==> src/rtl/cbc_pkg.sv <==
// Purpose: Shared constants, types and helpers of the CPU bus control block
// Assumes: One 50 MHz core clock, asynchronous active-low reset
// Notes:   Port width codes select 32, 16 or 8 bit memory ports
package cbc_pkg;
  // ***************************************************************
  // Widths and sizes
  // ***************************************************************
  localparam int DATA_W      = 32;            // Multiplexed bus width
  localparam int BE_W        = 4;             // Byte lane enables
  localparam int FIFO_DEPTH  = 16;            // Read return buffer words
  localparam int CNT_W       = 5;             // Holds 0 .. FIFO_DEPTH
  localparam int PAGE_LSB    = 8;             // 256 byte page boundary
  localparam int PAGE_W      = DATA_W - PAGE_LSB;
  localparam logic [CNT_W-1:0] BURST_WORDS = 5'h04;   // Four word refill
  localparam logic [CNT_W-1:0] READ_ROOM   = 5'h0C;   // Max fill to start read

  // ***************************************************************
  // Encodings and reset values
  // ***************************************************************
  localparam logic [1:0]        PORT_32   = 2'h0;     // 32 bit port
  localparam logic [1:0]        PORT_16   = 2'h1;     // 16 bit port
  localparam logic [1:0]        PORT_8    = 2'h2;     // 8 bit port
  localparam logic [BE_W-1:0]   BE_NONE_N = 4'hF;     // All lanes off (active low)
  localparam logic [DATA_W-1:0] RST_WORD  = 32'h00000000;
  localparam logic [PAGE_W-1:0] RST_PAGE  = 24'h000000;
  localparam logic [1:0]        RST_BEATS = 2'h0;

  // Bus sequencer states, one-hot
  typedef enum logic [3:0] {
    CBC_IDLE = 4'h1,                          // No transfer
    CBC_ADDR = 4'h2,                          // Address phase, latch strobe
    CBC_TURN = 4'h4,                          // Second interval, bus turn
    CBC_DATA = 4'h8                           // Data phase, wait for ack
  } cbc_state_e;

  // ***************************************************************
  // Helpers
  // ***************************************************************
  // Extra beats after the first for a port width
  function automatic logic [1:0] cbc_extra_beats(input logic [1:0] port);
    case (port)
      PORT_16: cbc_extra_beats = 2'h1;
      PORT_8:  cbc_extra_beats = 2'h3;
      default: cbc_extra_beats = 2'h0;
    endcase
  endfunction

  // Next datum of a narrow write, lower lanes first
  function automatic logic [DATA_W-1:0] cbc_next_datum(input logic [1:0]        port,
                                                       input logic [DATA_W-1:0] d);
    case (port)
      PORT_16: cbc_next_datum = {16'h0000, d[31:16]};
      PORT_8:  cbc_next_datum = {8'h00, d[31:8]};
      default: cbc_next_datum = d;
    endcase
  endfunction
endpackage : cbc_pkg

==> src/rtl/cbc_fifo_if.sv <==
// Purpose: Carrier between the bus sequencer and its read return FIFO
// Assumes: Both ends on core_clk
// Notes:   Valid and ready on both sides, fill level for admission
`timescale 1ns/1ps
interface cbc_fifo_if
  import cbc_pkg::*;
();
  logic              in_valid;                // Word offered to FIFO
  logic              in_ready;                // FIFO has room
  logic [DATA_W-1:0] in_data;                 // Word to store
  logic              out_valid;               // Head word present
  logic              out_ready;               // Consumer takes head
  logic [DATA_W-1:0] out_data;                // Head word, registered
  logic [CNT_W-1:0]  level;                   // Words in storage array

  modport fifo (input in_valid, in_data, out_ready,
                output in_ready, out_valid, out_data, level);
  modport user (output in_valid, in_data, out_ready,
                input in_ready, out_valid, out_data, level);
endinterface : cbc_fifo_if

==> src/rtl/cbc_fifo.sv <==
// Purpose: Read return FIFO with registered head word
// Assumes: Single clock, asynchronous active-low reset
// Notes:   Array holds DEPTH words, plus one in the output register
`timescale 1ns/1ps
module cbc_fifo
  import cbc_pkg::*;
#(
  parameter int WIDTH = DATA_W,
  parameter int DEPTH = FIFO_DEPTH
)(
  // Clock and reset
  input wire logic  core_clk,
  input wire logic  rstn,
  // FIFO ports
  cbc_fifo_if.fifo  f
);
  // ***************************************************************
  // Storage
  // ***************************************************************
  localparam int PTR_W = $clog2(DEPTH);
  logic [WIDTH-1:0] mem [DEPTH];              // Storage array
  logic [PTR_W-1:0] wr_ptr_r;                 // Write index
  logic [PTR_W-1:0] rd_ptr_r;                 // Read index
  logic [CNT_W-1:0] cnt_r;                    // Words in array
  logic             out_valid_r;              // Head register full
  logic [WIDTH-1:0] out_data_r;               // Head register
  logic             push;                     // Store this cycle
  logic             pop;                      // Move array head out

  assign f.in_ready  = (cnt_r != CNT_W'(DEPTH));
  assign push        = f.in_valid && f.in_ready;
  assign pop         = (cnt_r != '0) && (!out_valid_r || f.out_ready);
  assign f.out_valid = out_valid_r;
  assign f.out_data  = out_data_r;
  assign f.level     = cnt_r;

  // Array write, no reset needed on data
  always_ff @(posedge core_clk)
  begin
    if (push)
      mem[wr_ptr_r] <= f.in_data;
  end

  // Pointers and fill count
  always_ff @(posedge core_clk or negedge rstn)
  begin
    if (!rstn)
    begin
      wr_ptr_r <= '0;
      rd_ptr_r <= '0;
      cnt_r    <= '0;
    end
    else
    begin
      if (push)
        wr_ptr_r <= PTR_W'(wr_ptr_r + 1'b1);
      if (pop)
        rd_ptr_r <= PTR_W'(rd_ptr_r + 1'b1);
      if (push && !pop)
        cnt_r <= CNT_W'(cnt_r + 1'b1);
      else if (pop && !push)
        cnt_r <= CNT_W'(cnt_r - 1'b1);
    end
  end

  // Registered head word
  always_ff @(posedge core_clk or negedge rstn)
  begin
    if (!rstn)
    begin
      out_valid_r <= 1'b0;
      out_data_r  <= '0;
    end
    else if (pop)
    begin
      out_valid_r <= 1'b1;
      out_data_r  <= mem[rd_ptr_r];
    end
    else if (f.out_ready)
      out_valid_r <= 1'b0;
  end
endmodule : cbc_fifo

==> src/rtl/cbc_bus_ctrl.sv <==
// Purpose: Control signals of the multiplexed external memory bus
// Assumes: ack and read_buffer_capture arrive from outside, synchronised here
// Notes:   Read words pass a 16 word FIFO before reaching the core
//
// Summary of operation
// - Diag shows cache miss during address phase of reads
// - Diag shows instruction or data afterwards
// - Latch strobe marks valid address on bus
// - Release output once bus no longer driven
// - Burst requests four words on a read
// - Burst only on qualifying cache miss reads
// - Shared pin flags same page back-to-back writes
// - Read indicator during read transactions
// - Write indicator during write transactions
// - Write ack advances datum or ends cycle
// - Read ack releases data to core
// - Address phase then data phase per transfer
// - Byte enables on low four address bits, 32 bit ports only
`timescale 1ns/1ps
module cbc_bus_ctrl
  import cbc_pkg::*;
(
  // Clock and reset
  input  wire logic              core_clk,
  input  wire logic              rstn,
  // Core request
  input  wire logic              req_valid,
  output wire logic              req_ready,
  input  wire logic              req_write,
  input  wire logic [DATA_W-1:0] req_addr,
  input  wire logic [DATA_W-1:0] req_wdata,
  input  wire logic [BE_W-1:0]   req_be,
  input  wire logic [1:0]        req_port,
  input  wire logic              req_miss,
  input  wire logic              req_instr,
  // Configuration
  input  wire logic              dcache_quad_refill,
  // Core read return
  output logic                   rd_done,
  output wire logic              rdata_valid,
  input  wire logic              rdata_ready,
  output wire logic [DATA_W-1:0] rdata,
  // Bus pins
  output logic [DATA_W-1:0]      ad_out,
  input  wire logic [DATA_W-1:0] ad_in,
  output logic                   ad_oe_n,
  output logic                   ale,
  output logic                   diag,
  output logic                   read_bus_release,
  output logic                   burst_near,
  output logic                   rd,
  output logic                   wr,
  input  wire logic              ack,
  input  wire logic              read_buffer_capture
);
  // ***************************************************************
  // Pin synchronisers
  // ***************************************************************
  logic [2:0]        ack_s_r;                 // Ack sync plus edge stage
  logic [2:0]        cap_s_r;                 // Capture sync plus edge stage
  logic [DATA_W-1:0] ad_s1_r;                 // Bus data first stage
  logic [DATA_W-1:0] ad_s2_r;                 // Bus data second stage
  logic              ack_edge;                // New acknowledge
  logic              cap_edge;                // New capture strobe

  // Two flip-flops per pin, third stage only for edge detection
  always_ff @(posedge core_clk or negedge rstn)
  begin
    if (!rstn)
    begin
      ack_s_r <= 3'h0;
      cap_s_r <= 3'h0;
      ad_s1_r <= RST_WORD;
      ad_s2_r <= RST_WORD;
    end
    else
    begin
      ack_s_r <= {ack_s_r[1:0], ack};
      cap_s_r <= {cap_s_r[1:0], read_buffer_capture};
      ad_s1_r <= ad_in;
      ad_s2_r <= ad_s1_r;
    end
  end

  assign ack_edge = ack_s_r[1] && !ack_s_r[2];
  assign cap_edge = cap_s_r[1] && !cap_s_r[2];

  // ***************************************************************
  // Read return FIFO
  // ***************************************************************
  cbc_fifo_if rf ();

  cbc_fifo #(.WIDTH(DATA_W), .DEPTH(FIFO_DEPTH)) u_fifo (
    .core_clk (core_clk),
    .rstn     (rstn),
    .f        (rf)
  );

  // ***************************************************************
  // Transaction context
  // ***************************************************************
  cbc_state_e        state_r;                 // Sequencer state
  cbc_state_e        state_nxt;               // Next state
  logic              write_r;                 // Current is a write
  logic              miss_r;                  // Current read is a miss
  logic              instr_r;                 // Instruction reference
  logic              burst_r;                 // Four word read
  logic              near_r;                  // Same page write
  logic [1:0]        port_r;                  // Port width code
  logic [1:0]        beats_r;                 // Write beats left
  logic [DATA_W-1:0] wdata_r;                 // Current write datum
  logic [PAGE_W-1:0] last_page_r;             // Page of prior write
  logic              last_wr_r;               // Prior transaction a write
  logic              start;                   // Accept a core request
  logic              room;                    // FIFO can take a burst
  logic              finish;                  // Ack ends the transaction

  assign room      = (rf.level <= READ_ROOM);
  assign req_ready = (state_r == CBC_IDLE) && (req_write || room);
  assign start     = req_valid && req_ready;
  assign finish    = (state_r == CBC_DATA) && ack_edge && (write_r ? beats_r == 2'h0 : 1'b1);

  // Sequencer next state
  always_comb
  begin
    state_nxt = state_r;
    case (state_r)
      CBC_IDLE: if (start) state_nxt = CBC_ADDR;
      CBC_ADDR: state_nxt = CBC_TURN;
      CBC_TURN: state_nxt = CBC_DATA;
      CBC_DATA: if (finish) state_nxt = CBC_IDLE;
      default:  state_nxt = CBC_IDLE;
    endcase
  end

  // State register
  always_ff @(posedge core_clk or negedge rstn)
  begin
    if (!rstn)
      state_r <= CBC_IDLE;
    else
      state_r <= state_nxt;
  end

  // Capture request context, page tracking and write beats
  always_ff @(posedge core_clk or negedge rstn)
  begin
    if (!rstn)
    begin
      write_r     <= 1'b0;
      miss_r      <= 1'b0;
      instr_r     <= 1'b0;
      burst_r     <= 1'b0;
      near_r      <= 1'b0;
      port_r      <= PORT_32;
      beats_r     <= RST_BEATS;
      wdata_r     <= RST_WORD;
      last_page_r <= RST_PAGE;
      last_wr_r   <= 1'b0;
    end
    else if (start)
    begin
      write_r   <= req_write;
      miss_r    <= req_miss;
      instr_r   <= req_instr;
      burst_r   <= !req_write && req_miss && (req_instr || dcache_quad_refill);
      near_r    <= req_write && last_wr_r &&
                   (req_addr[DATA_W-1:PAGE_LSB] == last_page_r);
      port_r    <= req_port;
      beats_r   <= req_write ? cbc_extra_beats(req_port) : RST_BEATS;
      wdata_r   <= req_wdata;
      last_wr_r <= req_write;
      if (req_write)
        last_page_r <= req_addr[DATA_W-1:PAGE_LSB];
    end
    else if ((state_r == CBC_DATA) && write_r && ack_edge && (beats_r != 2'h0))
    begin
      beats_r <= beats_r - 2'h1;
      wdata_r <= cbc_next_datum(port_r, wdata_r);
    end
  end

  // ***************************************************************
  // Registered pin outputs
  // ***************************************************************
  // Pins follow the next state so they line up with state_r
  always_ff @(posedge core_clk or negedge rstn)
  begin
    if (!rstn)
    begin
      ad_out           <= RST_WORD;
      ad_oe_n          <= 1'b1;
      ale              <= 1'b0;
      diag             <= 1'b0;
      read_bus_release <= 1'b0;
      burst_near       <= 1'b0;
      rd               <= 1'b0;
      wr               <= 1'b0;
    end
    else
    begin
      case (state_nxt)
        CBC_ADDR:
        begin
          // Address with byte lane enables, only 32 bit ports use them
          ad_out  <= {req_addr[DATA_W-1:BE_W],
                      (req_port == PORT_32) ? ~req_be : BE_NONE_N};
          ad_oe_n <= 1'b0;
          ale     <= 1'b1;
          diag    <= !req_write && req_miss;
          read_bus_release <= 1'b0;
          burst_near <= req_write ? (last_wr_r &&
                        (req_addr[DATA_W-1:PAGE_LSB] == last_page_r))
                        : (req_miss && (req_instr || dcache_quad_refill));
          rd      <= !req_write;
          wr      <= req_write;
        end
        CBC_TURN, CBC_DATA:
        begin
          // Writes drive data, reads release the bus
          ad_out  <= write_r ? wdata_r : RST_WORD;
          ad_oe_n <= !write_r;
          ale     <= 1'b0;
          diag    <= !write_r && instr_r;
          read_bus_release <= !write_r;
          burst_near <= write_r ? near_r : burst_r;
          rd      <= !write_r;
          wr      <= write_r;
        end
        default:
        begin
          // Idle bus, nothing driven
          ad_out  <= RST_WORD;
          ad_oe_n <= 1'b1;
          ale     <= 1'b0;
          diag    <= 1'b0;
          read_bus_release <= 1'b0;
          burst_near <= 1'b0;
          rd      <= 1'b0;
          wr      <= 1'b0;
        end
      endcase
    end
  end

  // ***************************************************************
  // Read data path
  // ***************************************************************
  // Captured words enter the FIFO only in the data phase of a read
  assign rf.in_valid  = (state_r == CBC_DATA) && !write_r && cap_edge;
  assign rf.in_data   = ad_s2_r;
  assign rf.out_ready = rdata_ready;
  assign rdata_valid  = rf.out_valid;
  assign rdata        = rf.out_data;

  // Read completion pulse lets the core consume its data
  always_ff @(posedge core_clk or negedge rstn)
  begin
    if (!rstn)
      rd_done <= 1'b0;
    else
      rd_done <= (state_r == CBC_DATA) && !write_r && ack_edge;
  end

  // ***************************************************************
  // Assertions
  // ***************************************************************
  property p_rd_wr_excl;
    @(posedge core_clk) disable iff (!rstn) !(rd && wr);
  endproperty
  a_rd_wr_excl: assert property (p_rd_wr_excl) else $error("rd and wr together");

  property p_ale_addr;
    @(posedge core_clk) disable iff (!rstn)
      ale |-> (state_r == CBC_ADDR) && !ad_oe_n ##1 !ale && (state_r == CBC_TURN);
  endproperty
  a_ale_addr: assert property (p_ale_addr) else $error("strobe not in address phase");

  property p_diag_miss;
    @(posedge core_clk) disable iff (!rstn) (ale && rd) |-> (diag == miss_r);
  endproperty
  a_diag_miss: assert property (p_diag_miss) else $error("diag not miss flag");

  property p_diag_instr;
    @(posedge core_clk) disable iff (!rstn)
      (rd && (state_r == CBC_TURN)) |-> (diag == instr_r);
  endproperty
  a_diag_instr: assert property (p_diag_instr) else $error("diag not instr flag");

  property p_release;
    @(posedge core_clk) disable iff (!rstn) read_bus_release |-> ad_oe_n && rd && !ale;
  endproperty
  a_release: assert property (p_release) else $error("release while driving");

  property p_burst_miss;
    @(posedge core_clk) disable iff (!rstn) (rd && burst_near) |-> miss_r;
  endproperty
  a_burst_miss: assert property (p_burst_miss) else $error("burst without miss");

  property p_burst_icache;
    @(posedge core_clk) disable iff (!rstn)
      (ale && rd && miss_r && instr_r) |-> burst_near [*3];
  endproperty
  a_burst_icache: assert property (p_burst_icache) else $error("icache miss no burst");

  property p_near_page;
    @(posedge core_clk) disable iff (!rstn)
      (ale && wr) |-> (burst_near == ($past(last_wr_r) &&
        (ad_out[DATA_W-1:PAGE_LSB] == $past(last_page_r))));
  endproperty
  a_near_page: assert property (p_near_page) else $error("near flag wrong for page");

  property p_write_end;
    @(posedge core_clk) disable iff (!rstn) finish |=> (state_r == CBC_IDLE) && !rd && !wr;
  endproperty
  a_write_end: assert property (p_write_end) else $error("ack did not end cycle");

  property p_rd_done;
    @(posedge core_clk) disable iff (!rstn)
      ((state_r == CBC_DATA) && !write_r && ack_edge) |=> rd_done ##1 !rd_done;
  endproperty
  a_rd_done: assert property (p_rd_done) else $error("read ack not passed on");

  property p_be_lanes;
    @(posedge core_clk) disable iff (!rstn)
      (ale && (port_r != PORT_32)) |-> (ad_out[BE_W-1:0] == BE_NONE_N);
  endproperty
  a_be_lanes: assert property (p_be_lanes) else $error("lanes on narrow port");

  property p_indicators;
    @(posedge core_clk) disable iff (!rstn)
      (state_r != CBC_IDLE) |-> (rd == !write_r) && (wr == write_r);
  endproperty
  a_indicators: assert property (p_indicators) else $error("wrong direction pin");

  c_burst_read: cover property (@(posedge core_clk) disable iff (!rstn) rd && burst_near && ale);
  c_near_write: cover property (@(posedge core_clk) disable iff (!rstn) wr && burst_near && ale);
  c_narrow_wr:  cover property (@(posedge core_clk) disable iff (!rstn)
                                 wr && ack_edge && (beats_r != 2'h0));
  c_fifo_full:  cover property (@(posedge core_clk) disable iff (!rstn) !rf.in_ready);
endmodule : cbc_bus_ctrl

==> config.mk <==
export PLATFORM = sky130hd
export DESIGN_NAME = cbc_bus_ctrl
export DESIGN_NICKNAME = d
export VERILOG_FILES = /design/src/rtl/cbc_pkg.sv /design/src/rtl/cbc_fifo_if.sv /design/src/rtl/cbc_fifo.sv /design/src/rtl/cbc_bus_ctrl.sv
export SDC_FILE = /design/constraint.sdc
export NUM_CORES = 1
export LEC_CHECK = 0
export ABC_AREA = 1
export ABC_CLOCK_PERIOD_IN_PS = 5920
export BUFFER_PORTS_ARGS = -buffer_cell sky130_fd_sc_hd__buf_2
export CAP_MARGIN = 20
export CORE_UTILIZATION = 30
export DETAILED_ROUTE_END_ITERATION = 8
export HOLD_SLACK_MARGIN = 0.12
export SETUP_SLACK_MARGIN = 0.1
export SLEW_MARGIN = 20
export SYNTH_ARGS = -nofsm -noshare
export SYNTH_HDL_FRONTEND = slang
export SYNTH_HIERARCHICAL = 1
export SYNTH_SLANG_ARGS = --single-unit
==> constraint.sdc <==
create_clock -name core_clk -period 5.92 [get_ports core_clk]
set_input_delay 1.184 -clock core_clk [delete_from_list [all_inputs] [get_ports core_clk]]
set_output_delay 1.184 -clock core_clk [all_outputs]
set_load 0.05 [all_outputs]
==> Yosys cells after proc, flatten, opt, wreduce, memory -nomap -nowiden <==
Memories as Yosys holds them, arrays and structs flattened. A register that Yosys moved wholly into a read port is not among the register bits.
Index checks and enable logic that the tools add are counted.
W data, S select, Z words.
{ "op_classes": {"n_reduce_logical": 45, "bitwise_logic": 1, "muxes": 29, "addsub": 5, "order_cmp": 1, "n_eq_ne": 13} }
{ "op_table": {"columns": ["operator", "count"], "rows": [
  ["$pmux W32 S2", 2],
  ["$mux W32", 3],
  ["$eq A24 B24 Y1", 1],
  ["$logic_and A1 B1 Y1", 23],
  ["$pmux W4 S4", 1],
  ["$mux W4", 3],
  ["$mux W5", 2],
  ["$pmux W1 S2", 5],
  ["$mux W1", 9],
  ["$add A4 B1 Y4 const B", 2],
  ["$eq A4 B2 Y1 const B", 2],
  ["$eq A4 B3 Y1 const B", 2],
  ["$eq A4 B4 Y1 const B", 2],
  ["$logic_not A1 Y1", 8],
  ["$reduce_bool A2 Y1", 4],
  ["$mux W2", 3],
  ["$add A5 B1 Y5 const B", 1],
  ["$le A5 B4 Y1 const B", 1],
  ["$ne A5 B5 Y1 const B", 1],
  ["$reduce_bool A5 Y1", 1],
  ["$sub A5 B1 Y5 const B", 1],
  ["$eq A2 B1 Y1 const B", 2],
  ["$eq A2 B2 Y1 const B", 2],
  ["$eq A4 B1 Y1 const B", 1],
  ["8 further kinds", 12]
]} }
{ "word_totals": {"output_inout_bits": 74, "wordCells": 121, "ram_bits": 512, "in_bits": 112, "register_bits": 192, "memories": 1} }
{ "memory_table": {"columns": ["memory", "depth", "width", "rd", "rd_clocked_by_memory_dff", "wr", "line", "rtl"], "rows": [
  ["u_fifo.mem", 16, 32, 1, 1, 1, "cbc_fifo.sv:21", "logic [WIDTH-1:0] mem [DEPTH];"]
]} }

==> Longest topological paths before layout <==
{ "depth": {"depth_word": 9, "depth_mapped": 14, "ltp_nobuf": 14} }

==> Cells and area by module <==
The synthesis kept the hierarchy.
{ "by_module_without_submodules": {"columns": ["module", "cells_per_inst", "area_per_inst_um2", "seq_area_each_um2", "n_inst"], "rows": [
  ["cbc_fifo", 1933, 22695.5, 16525.8, 1],
  ["cbc_bus_ctrl", 735, 6881.6, 4456.8, 1]
]} }

==> Least setup slack after synthesis <==
Ideal clock, no wire load.
{ "synth_path": {"path_type": "reg2reg", "start": "register state_r[1]", "end": "memory u_fifo/mem[10][0] (netlist bit), enable pin", "t_required_ps": 5459, "slack_ps": 2177, "t_arrival_ps": 3282, "n_path_buf": 1, "period_less_slack_ps": 3743, "stages_incl_launch_ff": 7, "cell_sequence": "dfrtp_1 -> nor2_1 -> nand3_1 -> nor4_1 -> nand2_1 -> buf_2 -> nor3_1"} }
{ "synth_via": {"elab_chain_cells": 6} }
{ "synth_rtl": {"columns": ["item", "line", "rtl"], "rows": [
  ["start: declaration", "cbc_bus_ctrl.sv:102", "cbc_state_e state_r;"],
  ["start signal: assignment", "cbc_bus_ctrl.sv:142", "state_r <= state_nxt;"],
  ["$eq A4 B4 Y1", "cbc_bus_ctrl.sv:250", "assign rf.in_valid = (state_r == CBC_DATA) && !write_r && cap_edge;"],
  ["$logic_and A1 B1 Y1 (2 in series)", "cbc_bus_ctrl.sv:250", null],
  ["via rf.in_valid", "cbc_fifo_if.sv:8", "logic in_valid;"],
  ["$logic_and A1 B1 Y1", "cbc_fifo.sv:31", "assign push = f.in_valid && f.in_ready;"],
  ["$mux W1", "cbc_fifo.sv:40", "if (push)"],
  ["$mux W1 (implied by the code)", "cbc_fifo.sv:41", "mem[wr_ptr_r] <= f.in_data;"],
  ["end: declaration", "cbc_fifo.sv:21", null]
]} }
The timed path passes the listed nets, and every way through them passes these cells.

==> metrics.md <==
| Metric | Value |
|---|---|
| Slowest-stage cell, CP | nor3_2 |
| Final setup violating endpoints | 0 |
| Max transition margin | 27.5% |
| First-pass GRT wire length | 112000 microns |
| Clock root cell | clkbuf_16 |
| Pwr Total | 16.5 mW |
| Synth Cell Area | 0.0296 sq mm |
| YS warnings | 6 |
| Via count | 19238 |
| Leakage power | 14.1 nW |
| Largest delay contributor family on the critical path | simple AND/OR/NAND/NOR gates |
| Met3 Use GR | 3.67% |
| Asr flop ratio synth | 30.4% |
| Syn avg cell area | 11.1 sq um |
| Worst setup SP type | flip-flop |
| Residual DRC | 0 |
| Max clock buf depth | 3 |
| Initial antenna violation count | 10 |
| CP endpoint kind | flip-flop |
| Crit path top cell by count | buf_4 |
| Crit path DAT | 3860 ps |
| CTS Buf Count | 80 |
| # hold bufs at CTS | 0 |
| DRT Pass-1 Iters | 5 |
| Post-synth EDFFs | 512 |
| Met1 Use GR | 18.8% |
| Row count | 114 |
| Synth unique cells | 36 |
| Synth Instances | 2668 |
| CP Cell Sequence | buf_4, nor4_1, nand2_1, nor3_2, buf_4 |
| Clk slew on worst S/H paths | 60 ps |
| CTS tree | built |
| DRT Wirelength | 72700 microns |
| Clock Latency Late Sink | 680 ps |
| Core area | 0.0971 sq mm |
| DIE AREA | 0.0998 sq mm |
| Max_cap viols | 0 |
| Fmax | 278 MHz |
| Drt via density | 4.62 |
| Clock tree sinks | 736 |
| Syn nets | 2793 |
| Clk_skew | 59.0 ps |
| RSZ-0062 raised after global routing | no |
| Status | complete, no violations |
| Setup CP Type | flip-flop to flip-flop |
| Grt met2 use | 24.4% |
| Util after Layout | 35.3% |
| Final #Nets | 2945 |
| Top_reg_cell synth | edfxtp_1 |
| H-tree depth | 3 |
| Gr ovfl total | 0 |
| First DRT Iteration DRCs | 1465 |
| GRT Overall Usage | 14.7% |
| IO buf count | 181 |
| Crit-path max FO | 29 |
| Detailed Place HPWL | 37800 microns |
| Power Density | 481 mW/mm^2 |
| Die W | 316 microns |
| Gpl congestion | 0.793 |
| Critical path buffers and inverters | 2 |
| Final Cycle Share | 60.8% |
| Grt peak-use layer | met2 |
| Post-CTS resize count | 0 |
| Final setup TNS | 0 ps |
| Delay of the slowest cell on the worst path | 760 ps |
| Slew @ Worst Pin | 1090 ps |
| Pre-CTS setup slack | 2130 ps |
| #FFs+latches synth | 736 |
| Die Y | 316 microns |
| Largest net degree at the start of global routing | 133 |
| Area Growth Syn to Fin | 15.8% |
| Fin. max-slew vios | 0 |
| Layout cells sized above 1 | 12.8% |
| Seq/Total Area, Yosys | 70.9% |
| Post-route antenna net violation count | 0 |
| Critical path required time | 6190 ps |
| Fin worst setup slack | 2320 ps |
| Initial Utilization | 30.4% |
| Final hold vios | 0 |
| Setup repair bufs after CTS | 0 |
| Crit path time final | 3600 ps |
| Total I/O pin count | 186 |
| Vias in the first global route | 18904 |
| Max IR drop VDD | 394 uV |
| Worst hold path class | flip-flop to flip-flop |
| Avg WL per Cell | 17.4 microns |
synth_stat cells, types with 2 or more instances:
library cell | instances | area (sq um)
buf_4 | 26 | 195
dfrtp_1 | 222 | 5560
inv_1 | 83 | 312
nand2_2 | 2 | 12.5
nor3_1 | 17 | 85.1
ha_1 | 12 | 150
a22oi_1 | 2 | 15.0
xnor2_1 | 9 | 78.8
o21ai_1 | 25 | 125
o21ai_0 | 49 | 245
inv_2 | 9 | 33.8
buf_2 | 61 | 305
nand3_1 | 426 | 2130
buf_6 | 28 | 315
nor2_1 | 18 | 67.6
o22ai_1 | 8 | 50.1
clkbuf_1 | 16 | 60.1
edfxtp_1 | 512 | 15400
nor2_2 | 2 | 12.5
o21bai_1 | 4 | 30.0
dfstp_2 | 2 | 52.6
nand2_1 | 1102 | 4140
buf_1 | 14 | 52.6
xor2_1 | 7 | 61.3
power breakdown:
part	switching [mW]	total, mW	internal [mW]
Clock	2.13	5.09	2.95
Combinational	3.57	4.96	1.38
Sequential	0.472	6.44	5.97
registers in the layout, summed over array words and instances, names as in the netlist, 5 cells and up:
signal	cells
ad_s2_r	32
last_page_r	24
ad_out	32
u_fifo/f.out_data	32
wdata_r	32
ad_s1_r	32
u_fifo/f.level	5
u_fifo/mem	512
cell families after synthesis:
logic type | share of synthesized area [%]
mux | 0.0338
fa+ha+maj | 0.575
simple gates | 21.9
buf+inv | 4.40
compound gates | 1.64
xor+xnor | 0.474
flops | 70.9
area by class of cell:
class                           count  area [sq um]
Fill cell                        9495         62900
Tap cell                         1276          1600
Multi-Input combinational cell   1692          7380
Antenna cell                        4          10.0
Clock buffer                      108          2160
Sequential cell                   736         21000
Timing Repair Buffer              216          1200
Clock inverter                     40           563
Inverter                           94           360
placed cells by master (no fill, tap or decap), types with 9 or more instances in the layout:
cell       Yosys  layout
nand3_1      426     426
xnor2_1        9       9
buf_2         61     180
edfxtp_1     512     512
nor3_2         0      16
inv_1         83      83
o21ai_1       25      25
buf_4         26      33
nor2_1        18      18
clkbuf_16      0      80
ha_1          12      12
clkinv_1       1      11
clkbuf_1      16      23
o21ai_0       49      49
clkinv_2       0      11
dfrtp_1      222     218
nand2_1     1102    1101
path summary, 6_finish.rpt:
path / depth (start not counted) / slack, ps / end / startpoint
setup / recovery: 5 / 2320 / u_fifo/mem[8][30] / last_wr_r
hold / removal: 0 / 340 / ad_s2_r[21] / ad_s1_r[21]
setup reg to reg: 5 / 2320 / u_fifo/mem[8][30] / last_wr_r
hold reg to reg: 0 / 340 / ad_s2_r[21] / ad_s1_r[21]
max in group asynchronous: 2 / 4090 / u_fifo/rd_ptr_r[1] / rstn
min in group asynchronous: 1 / 570 / ad_out[7] / rstn
stage by stage:
step | hold slack (ps) | area, sq um | std cells
global placement | 334 | 31500 | 4014
detailed placement | 335 | 31500 | 4014
finish | 345 | 34300 | 4166
CTS | 348 | 34200 | 4162
floorplan | 331 | 29600 | 2668
global route | 352 | 34300 | 4164
layer usage:
| layer | up-vias | share of wire [%] | wire length [microns] |
|---|---|---|---|
| met5 | - | 0.13 | 92 |
| met2 | 578 | 48 | 34900 |
| met3 | 120 | 7.0 | 5080 |
| met4 | 14 | 2.4 | 1760 |
| met1 | 9272 | 42 | 30900 |
| li1 | 9254 | - | - |
No activity file was read; power rests on OpenSTA's default activity.
